==> src/hdl/pcr_pkg.sv <==
/*
 * Shared constants and types for the port clock / reset / test-pattern
 * control block: register offsets, field positions, reset values and
 * the encodings of the clock-source and pattern-select fields.
 * Assumes a 32-bit register bus with one aligned word per register.
 */
package pcr_pkg;
    localparam int NUM_MACS = 4;
    localparam int LANES = 4;
    localparam int NUM_CH = 16;
    localparam int LANE_W = 8;

    // first instance of each register; the others sit 0x200 apart
    localparam logic [31:0] OFF_CLK_SEL = 32'h0001_30C4;
    localparam logic [31:0] OFF_PAT_CTRL = 32'h0001_30C8;
    localparam logic [31:0] MAC_STRIDE_BITS = 32'h0000_0600;
    localparam int MAC_SEL_LSB = 9;
    localparam logic [31:0] READ_UNMAPPED = 32'h0000_0000;

    // printed bit n is hardware bit 31-n (printed bit 0 is the msb)
    localparam int BIT_ODD_RST = 5;
    localparam int BIT_EVEN_RST = 4;
    localparam int BIT_ODD_PD = 3;
    localparam int BIT_PAIR_PD = 2;
    localparam int CLK_SEL_LSB = 0;
    localparam int CLK_USED_W = 6;

    // one byte lane per channel, channel 3 in the top byte
    localparam int LANE_SEL_LSB = 4;
    localparam int LANE_START = 3;
    localparam int LANE_SYNC = 2;
    localparam int LANE_FREEZE = 1;
    localparam int LANE_CLEAR = 0;

    // reset values (straps replace the sampled fields after release)
    localparam logic BIT_RESET = 1'b0;
    localparam logic [1:0] CLK_SEL_RESET = 2'h0;
    localparam logic [2:0] PAT_SEL_RESET = 3'h0;
    localparam logic [31:0] PAT_CTRL_RESET = 32'h0000_0000;

    // checker sync pulse length in clock cycles
    localparam int SYNC_PULSE_CYCLES = 4;

    typedef enum logic [1:0] {
        CLK_REF2_DIV2 = 2'b00,
        CLK_REF2 = 2'b01,
        CLK_REF1 = 2'b10,
        CLK_RSVD = 2'b11
    } pcr_clk_src_t;

    typedef enum logic [2:0] {
        PAT_NONE = 3'b000,
        PAT_PRBS = 3'b001,
        PAT_LINE_LOOP = 3'b010,
        PAT_FIXED = 3'b100
    } pcr_pattern_t;
endpackage

==> src/hdl/pcr_port_clock_reset_prbs_ctrl.sv <==
/*
 * Per-MAC clock select / soft reset / power-down registers and the
 * test-pattern control lanes, for four MACs behind one AHB-Lite slave.
 * Assumes strap pins are stable around reset release and all inputs
 * are synchronous to hclk.
 */
`timescale 1ns/1ps
module pcr_port_clock_reset_prbs_ctrl
    import pcr_pkg::*;
(
    input wire logic hclk,
    input wire logic hresetn,
    input wire logic hsel,
    input wire logic [31:0] haddr,
    input wire logic [1:0] htrans,
    input wire logic [2:0] hsize,
    input wire logic hwrite,
    input wire logic [31:0] hwdata,
    input wire logic hready,
    output logic hreadyout,
    output logic [31:0] hrdata,
    output logic hresp,
    input wire logic [7:0] speed_strap_pin,
    input wire logic [7:0] port_power_down_pin,
    input wire logic [7:0] xcvr_power_down,
    output logic [7:0] clock_select,
    output logic [3:0] odd_port_soft_reset,
    output logic [3:0] even_port_transceiver_soft_reset,
    output logic [3:0] odd_port_powered_down,
    output logic [3:0] even_port_powered_down,
    output logic [47:0] tx_pattern_select,
    output logic [15:0] generator_run,
    output logic [15:0] checker_sync,
    output logic [15:0] counter_freeze,
    output logic [15:0] counter_clear,
    output logic [15:0] counter_enable
);
    localparam int B3 = 3 * LANE_W;

    logic wr_q;
    logic rd_q;
    logic [31:0] addr_q;
    logic [1:0] sel_mac;
    logic hit_clk;
    logic hit_pat;
    logic wr_clk;
    logic wr_pat;
    logic straps_taken;
    logic [31:0] next_hrdata;
    logic [31:0] clk_word [NUM_MACS];
    logic [31:0] pat_word [NUM_MACS];
    logic [7:0] lane_rd [NUM_CH];

    pcr_ahb_front u_front (
        .hclk(hclk),
        .hresetn(hresetn),
        .hsel(hsel),
        .haddr(haddr),
        .htrans(htrans),
        .hsize(hsize),
        .hwrite(hwrite),
        .hready(hready),
        .hreadyout(hreadyout),
        .hresp(hresp),
        .wr_q(wr_q),
        .rd_q(rd_q),
        .addr_q(addr_q)
    );

    // decode: the two MAC-select address bits are masked before matching
    assign sel_mac = addr_q[MAC_SEL_LSB +: 2];
    assign hit_clk = (addr_q & ~MAC_STRIDE_BITS) == OFF_CLK_SEL;
    assign hit_pat = (addr_q & ~MAC_STRIDE_BITS) == OFF_PAT_CTRL;
    assign wr_clk = wr_q && hit_clk;
    assign wr_pat = wr_q && hit_pat;

    // straps are sampled at the first edge after reset release
    always_ff @(posedge hclk or negedge hresetn) begin
        if (!hresetn) begin
            straps_taken <= 1'b0;
        end else begin
            straps_taken <= 1'b1;
        end
    end

    // per-MAC clock select, soft reset and power-down register
    for (genvar m = 0; m < NUM_MACS; m++) begin : g_mac
        logic wsel;
        logic odd_rst;
        logic even_rst;
        logic odd_pd_bit;
        logic pair_pd_bit;
        logic odd_down;
        logic even_down;
        pcr_clk_src_t clk_sel;

        assign wsel = wr_clk && (sel_mac == 2'(m));

        // strap capture first, then software owns every field
        always_ff @(posedge hclk or negedge hresetn) begin
            if (!hresetn) begin
                odd_rst <= BIT_RESET;
                even_rst <= BIT_RESET;
                odd_pd_bit <= BIT_RESET;
                pair_pd_bit <= BIT_RESET;
                clk_sel <= pcr_clk_src_t'(CLK_SEL_RESET);
            end else if (!straps_taken) begin
                odd_pd_bit <= port_power_down_pin[2 * m + 1];
                pair_pd_bit <= port_power_down_pin[2 * m];
                clk_sel <= pcr_clk_src_t'(speed_strap_pin[2 * m +: 2]);
            end else if (wsel) begin
                odd_rst <= hwdata[BIT_ODD_RST];
                even_rst <= hwdata[BIT_EVEN_RST];
                odd_pd_bit <= hwdata[BIT_ODD_PD];
                pair_pd_bit <= hwdata[BIT_PAIR_PD];
                clk_sel <= pcr_clk_src_t'(hwdata[CLK_SEL_LSB +: 2]);
            end
        end

        // pair bit downs both ports, odd bit only the odd one
        always_ff @(posedge hclk or negedge hresetn) begin
            if (!hresetn) begin
                odd_down <= BIT_RESET;
                even_down <= BIT_RESET;
            end else begin
                odd_down <= odd_pd_bit | pair_pd_bit | xcvr_power_down[2 * m + 1];
                even_down <= pair_pd_bit | xcvr_power_down[2 * m];
            end
        end

        assign odd_port_soft_reset[m] = odd_rst;
        assign even_port_transceiver_soft_reset[m] = even_rst;
        assign odd_port_powered_down[m] = odd_down;
        assign even_port_powered_down[m] = even_down;
        assign clock_select[2 * m +: 2] = clk_sel;
        // unused upper bits read back as zero
        assign clk_word[m] = {(32 - CLK_USED_W)'(0), odd_rst, even_rst,
            odd_pd_bit, pair_pd_bit, clk_sel};
        assign pat_word[m] = {lane_rd[4 * m + 3], lane_rd[4 * m + 2], lane_rd[4 * m + 1], lane_rd[4 * m]};
    end

    // per-channel test-pattern lane; channel i sits in MAC i/4, lane i%4
    for (genvar i = 0; i < NUM_CH; i++) begin : g_ch
        localparam int B = (i % LANES) * LANE_W;
        logic wsel;
        logic sync_start;
        logic next_freeze;
        logic [2:0] pat;
        logic run;
        logic freeze;
        logic clr;
        logic en;

        assign wsel = wr_pat && (sel_mac == 2'(i / LANES));
        assign sync_start = wsel && hwdata[B + LANE_SYNC];
        assign next_freeze = wsel ? hwdata[B + LANE_FREEZE] : freeze;

        // stored fields; clear is a one-cycle pulse that never reads back
        always_ff @(posedge hclk or negedge hresetn) begin
            if (!hresetn) begin
                pat <= PAT_SEL_RESET;
                run <= BIT_RESET;
                freeze <= BIT_RESET;
                clr <= BIT_RESET;
            end else begin
                clr <= wsel && hwdata[B + LANE_CLEAR];
                if (wsel) begin
                    pat <= hwdata[B + LANE_SEL_LSB +: 3];
                    run <= hwdata[B + LANE_START];
                    freeze <= hwdata[B + LANE_FREEZE];
                end
            end
        end

        // counting stays off after unfreeze until a sync is issued
        always_ff @(posedge hclk or negedge hresetn) begin
            if (!hresetn) begin
                en <= BIT_RESET;
            end else if (next_freeze) begin
                en <= 1'b0;
            end else if (sync_start) begin
                en <= 1'b1;
            end
        end

        pcr_pulse_stretch u_sync (
            .hclk(hclk),
            .hresetn(hresetn),
            .start(sync_start),
            .active(checker_sync[i])
        );

        assign tx_pattern_select[3 * i +: 3] = pat;
        assign generator_run[i] = run;
        assign counter_freeze[i] = freeze;
        assign counter_clear[i] = clr;
        assign counter_enable[i] = en;
        // sync and clear read as zero: they are self-clearing actions
        assign lane_rd[i] = {1'b0, pat, run, 1'b0, freeze, 1'b0};
    end

    // read mux; unmapped addresses return zero with an okay response
    always_comb begin
        next_hrdata = READ_UNMAPPED;
        if (hit_clk) begin
            next_hrdata = clk_word[sel_mac];
        end else if (hit_pat) begin
            next_hrdata = pat_word[sel_mac];
        end
    end

    // loaded in the wait cycle of a read data phase
    always_ff @(posedge hclk or negedge hresetn) begin
        if (!hresetn) begin
            hrdata <= PAT_CTRL_RESET;
        end else if (rd_q) begin
            hrdata <= next_hrdata;
        end
    end

    // length of the running channel 3 sync pulse; a restart begins it again
    logic [2:0] sync_high_count;
    always_ff @(posedge hclk or negedge hresetn) begin
        if (!hresetn) begin
            sync_high_count <= 3'h0;
        end else if (g_ch[3].sync_start || !checker_sync[3]) begin
            sync_high_count <= 3'h0;
        end else if (sync_high_count != 3'h7) begin
            sync_high_count <= sync_high_count + 3'h1; // saturates so a stuck pulse keeps failing
        end
    end
endmodule // pcr_port_clock_reset_prbs_ctrl

==> src/hdl/pcr_pulse_stretch.sv <==
/*
 * Stretches a one-cycle start into a fixed-length high level.
 * Assumes start is synchronous to hclk; a new start restarts the pulse.
 */
`timescale 1ns/1ps
module pcr_pulse_stretch
    import pcr_pkg::*;
(
    input wire logic hclk,
    input wire logic hresetn,
    input wire logic start,
    output logic active
);
    logic [2:0] left;

    // count down the remaining high cycles after the start edge
    always_ff @(posedge hclk or negedge hresetn) begin
        if (!hresetn) begin
            left <= 3'h0;
            active <= 1'b0;
        end else if (start) begin
            left <= 3'(SYNC_PULSE_CYCLES - 1);
            active <= 1'b1;
        end else if (left != 3'h0) begin
            left <= left - 3'h1;
        end else begin
            active <= 1'b0;
        end
    end
endmodule // pcr_pulse_stretch

==> src/hdl/pcr_ahb_front.sv <==
/*
 * AHB-Lite slave front end: captures the address phase and marks the
 * data phase. Writes take no wait state, reads take one.
 * Assumes it is the only slave, so hready is its own hreadyout.
 */
`timescale 1ns/1ps
module pcr_ahb_front
    import pcr_pkg::*;
(
    input wire logic hclk,
    input wire logic hresetn,
    input wire logic hsel,
    input wire logic [31:0] haddr,
    input wire logic [1:0] htrans,
    input wire logic [2:0] hsize,
    input wire logic hwrite,
    input wire logic hready,
    output logic hreadyout,
    output logic hresp,
    output logic wr_q,
    output logic rd_q,
    output logic [31:0] addr_q
);
    logic take;

    // only whole-word transfers act; others complete with no effect
    assign take = hsel && htrans[1] && (hsize == 3'h2);

    // read data phase gets one wait cycle so a write just before lands first
    always_ff @(posedge hclk or negedge hresetn) begin
        if (!hresetn) begin
            wr_q <= 1'b0;
            rd_q <= 1'b0;
            hreadyout <= 1'b1;
            addr_q <= 32'h0000_0000;
        end else if (rd_q) begin
            rd_q <= 1'b0;
            hreadyout <= 1'b1;
        end else if (hready) begin
            wr_q <= take && hwrite;
            rd_q <= take && !hwrite;
            hreadyout <= !(take && !hwrite);
            if (take) begin
                addr_q <= haddr;
            end
        end
    end

    // responses are always okay
    always_ff @(posedge hclk or negedge hresetn) begin
        if (!hresetn) begin
            hresp <= 1'b0;
        end else begin
            hresp <= 1'b0;
        end
    end
endmodule // pcr_ahb_front

==> config.mk <==
export PLATFORM = sky130hd
export DESIGN_NAME = pcr_port_clock_reset_prbs_ctrl
export DESIGN_NICKNAME = d
export VERILOG_FILES = /design/src/hdl/pcr_pkg.sv /design/src/hdl/pcr_port_clock_reset_prbs_ctrl.sv /design/src/hdl/pcr_pulse_stretch.sv /design/src/hdl/pcr_ahb_front.sv
export SDC_FILE = /design/constraint.sdc
export NUM_CORES = 1
export LEC_CHECK = 0
export ABC_AREA = 1
export BUFFER_PORTS_ARGS = -buffer_cell sky130_fd_sc_hd__clkbuf_2
export CORE_UTILIZATION = 49
export DETAILED_ROUTE_END_ITERATION = 10
export PLACE_DENSITY = 0.76
export SLEW_MARGIN = 20
export SYNTH_ARGS = -nofsm -noshare
export SYNTH_HDL_FRONTEND = slang
export SYNTH_HIERARCHICAL = 1
export SYNTH_SLANG_ARGS = --single-unit
==> constraint.sdc <==
create_clock -name hclk -period 1.8 [get_ports hclk]
set_input_delay 0.36 -clock hclk [delete_from_list [all_inputs] [get_ports hclk]]
set_output_delay 0.36 -clock hclk [all_outputs]
set_load 0.01 [all_outputs]
==> summary.txt <==
Yosys
  – Most common flop cell mapped by yosys: dfrtp_1
  – Yosys cell types: 31
  – Main area contributors after synthesis: dfrtp_1 52%, nand2_1 15%, inv_1 6.2%
  – Synth Area per Inst: 8.20 µm²
  – Most numerous cell in the Yosys netlist: nand2_1
  – Area leader, netlist: dfrtp_1
  – Synth Register Bits: 266
  – EDFF count, synth: 0
  – Post-synthesis async set-or-reset flop share: 100%
  – Sequential area share after synthesis: 51.9%
  – Top post-synthesis cells by count: 496 x nand2_1, 265 x dfrtp_1, 211 x inv_1, 117 x o21ai_0, 98 x nand3_1
  – Yosys warning total: 6
  – Share of the synthesized area in the top cell type: between 50% and 60%
  – Cells after Synth: approximately 1600
  – Post-synth design cell area: about 13000 µm²

Worst setup path
  – FF-to-FF path depth: 12
  – Crit path buffers/inverters: 4
  – R2r startpoint: u_front/addr_q[19]
  – CP Depth: 12
  – CP arrival: 2.34 ns
  – Slowest cell on crit path: dfrtp_1
  – CP endpoint kind: flop
  – WP data required: 2.24 ns
  – Timing startpoint of the critical path: u_front/addr_q[19]
  – Crit path largest cell delay: 0.38 ns
  – Crit Path Class: flop to flop
  – Critical path, cell by cell: or2_1 -> nor2_2 -> nand2_2 -> nor2_4 -> buf_12 -> buf_12 -> nand3_4 -> buf_6 -> nand2_2 -> nand2_2 -> nand2_1 -> inv_1
  – CP startpoint kind: flop
  – CP Capture Point: g_ch[5].en
  – R2r endpoint: g_ch[5].en
  – CP Max Fanout: 6
  – Reg2reg setup slack: -0.09 ns
  – Most common cell on crit path: nand2_2
  – Delay-heaviest family, CP: simple AND/OR/NAND/NOR gates

Flow run
  – Max-cap violations: 0

Placement
  – Place WS: -0.0923 ns
  – DP HPWL: 23300 µm
  – Port bufs: 267
  – RePlAce Congestion: 0.841
  – Area post-placement: 14200 µm²

STA
  – RSZ-0062 raised after global routing: true
  – Tmin final: 1.89 ns
  – Final Hold Viols: 0
  – PnR worst setup slack: -0.0948 ns
  – Final Max Tran Viols: 0
  – Slew @ Worst Pin: ~0.57 ns
  – Setup violators final: between 70 and 80
  – Fmax: 0.528 GHz
  – Max_slew headroom: 61.7%
  – Tcrit/Tclk final: 105%
  – Layout Skew: between 0.008 and 0.009 ns

Global routing
  – Grt ovf: 0
  – First-pass GRT wire length: 54700 µm
  – Grt met3 use: under 10%
  – GR peak layer: met2
  – Largest net degree at the start of global routing: 72
  – Vias in the first global route: 10700
  – Initial antenna violation count: 0
  – Met1 Track Usage GR: 32.0%
  – Gr usage total: between 20% and 30%
  – Met2 usage: 45.5%

Drt
  – Wire per inst: approximately 17 µm
  – Drc violations: 0
  – DR pass1 iterations: 5
  – DRT iter0 DRCs: roughly 950
  – Vias: 11100
  – Routed WL: 36100 µm
  – Vias per std cell: 5.12
  – Routed Antenna Nets: 0

Layout
  – Finished Cell Area: roughly 17000 µm²
  – Area Overhead vs Synth: 29.4%
  – Fraction of layout cells with a size suffix above 1: 34.4%
  – Layout Nets: 1940

Power and ir drop
  – Power Dens Cells: 839 nW/µm²
  – Int Pwr: about 10 mW
  – Pleak: ~9 nW
  – Sequential share of power: 45.7%
  – Net Switching: 3.66 mW
  – Net Sw Frac: approximately a quarter
  – Clock share of power: 41.4%
  – VDD IR max: 0.681 mV
  – Comb power frac: a little over an eighth

Floorplanning
  – Die ar.: 26800 µm²
  – Die Wd: 164 µm
  – Core area: 25400 µm²
  – # rows: 58
  – Die span in y: 164 µm
  – Initial Util: 50.5%
  – # IOs: around 280

Run status
  – Status: finished, violations left
  – Failing checks: negative setup slack

CTS
  – Num CTS Buffers: 29
  – CTS tree: done
  – Worst-skew pair later-pin latency: 0.55 ns
  – H-tree levels: 1
  – Clock-pin slew on the worst setup and hold paths: approximately 0.060 ns
  – CTS Sinks: 266
  – Clock root buffer: clkbuf_16
  – CTS max path bufs: 3

Worst hold path
  – Min-Delay Startpoint: xcvr_power_down[7]
  – Worst hold path type: input pin to flop
[power groups by stage]
stage	Combinational (mW)	Sequential [mW]	Clock, mW
floorplan	0.967	6.41	0
global placement	1.60	6.45	0
detailed placement	1.65	6.46	0
CTS	1.74	6.36	5.87
global route	2.02	6.39	6.11
finish	1.80	6.36	5.77
[layout make-up]
class,count,area [µm²]
fillers,2074,8790
flip-flops and latches,266,6660
clock inverters,9,101
inverters,228,897
diodes,1,2.50
repair buffers,355,2570
repair inverters,1,7.51
multi-input cells,929,5140
well taps,330,413
clock buffers,44,812
[registers in the layout (all words and copies together) (netlist names), 8 cells and up]
name	cells
u_front/addr_q	32
g_ch.en	16
g_ch.clr	16
g_ch.freeze	16
g_ch.run	16
hrdata	22
g_ch.u_sync/left	48
g_mac.clk_sel	8
g_ch.pat	48
g_ch.u_sync/active	16
[layout by cell type (no fill, tap or decap), types with 5 or more instances in the layout]
cell type,netlist,layout
nand3_2,0,14
nand3_1,98,77
o21ai_1,1,36
nor2_2,1,14
ha_1,32,32
inv_4,0,15
nand2_2,17,95
clkbuf_1,27,12
inv_1,211,185
dfrtp_1,265,262
buf_4,94,34
dlygate4sd3_1,0,8
clkbuf_16,0,36
nand3_4,1,8
conb_1,3,12
nor2_4,1,8
nand4_1,46,46
buf_12,0,23
nand2_1,496,389
clkbuf_2,0,266
nand2_4,0,28
nor2_1,60,40
a22oi_1,30,30
o21ai_2,0,22
clkinv_2,0,5
inv_2,16,26
o21ai_0,117,60
buf_6,2,10
[worst register-to-register path: stages (launching register included)]
cell	delay (ns)
dfrtp_1	0.38
or2_1	0.23
nor2_2	0.09
nand2_2	0.10
nor2_4	0.14
buf_12	0.14
buf_12	0.14
nand3_4	0.15
buf_6	0.19
nand2_2	0.07
nand2_2	0.06
nand2_1	0.07
inv_1	0.03
[through the flow]
step / utilization [%] / hold WS, ns / cells / power, mW / setup TNS, ns
after detailed placement: 56.1 / 0.265 / 2064 / 8.11 / -2.19
after global placement: 56.1 / 0.264 / 2064 / 8.05 / -0.824
after CTS: 61.7 / 0.0126 / 2146 / 14.0 / -1.10
final: 65.4 / 0.0357 / 2163 / 13.9 / -2.65
after global routing: 65.4 / 0.0359 / 2162 / 14.5 / -22.37
after floorplan: - / 0.0644 / 1574 / 7.38 / 0
[repair_timing]
action                                  CTS  global route
gates resized for setup                  67           262
endpoints found under the setup margin  165           220
pin swaps                                 7            55
gates cloned                              6             8
setup buffers                            15            15
hold endpoints to repair                 38             0
hold buffers                              8             0
[layer usage]
| metal | wire length (µm) | vias to the layer above |
|---|---|---|
| met1 | 14800 | 5317 |
| met2 | 18000 | 391 |
| met5 | 0 | - |
| met4 | 866 | 0 |
| met3 | 2390 | 71 |
| li1 | - | 5303 |
[how the worst min path moves through the flow]
stage / endpoint / cells past startpoint
CTS: g_mac[3].odd_down / 3
global placement: g_ch[6].u_sync/left[1] / 1
floorplan: g_ch[0].clr / 0
global route: u_front/addr_q[14] / 3
detailed placement: g_ch[6].u_sync/left[1] / 1
finish: g_mac[3].odd_down / 3
[kinds of logic after synthesis]
group | count (synthesis) | share of synthesized area, %
AO/OA/AOI/OAI | 155 | 6.78
adder cells (fa/ha/maj) | 32 | 3.12
buffers and inverters | 379 | 14.1
flip-flops | 266 | 51.9
other | 3 | 0.0878
AND/OR/NAND/NOR | 730 | 24.0
Note: power is estimated with default switching activity, not from simulation.
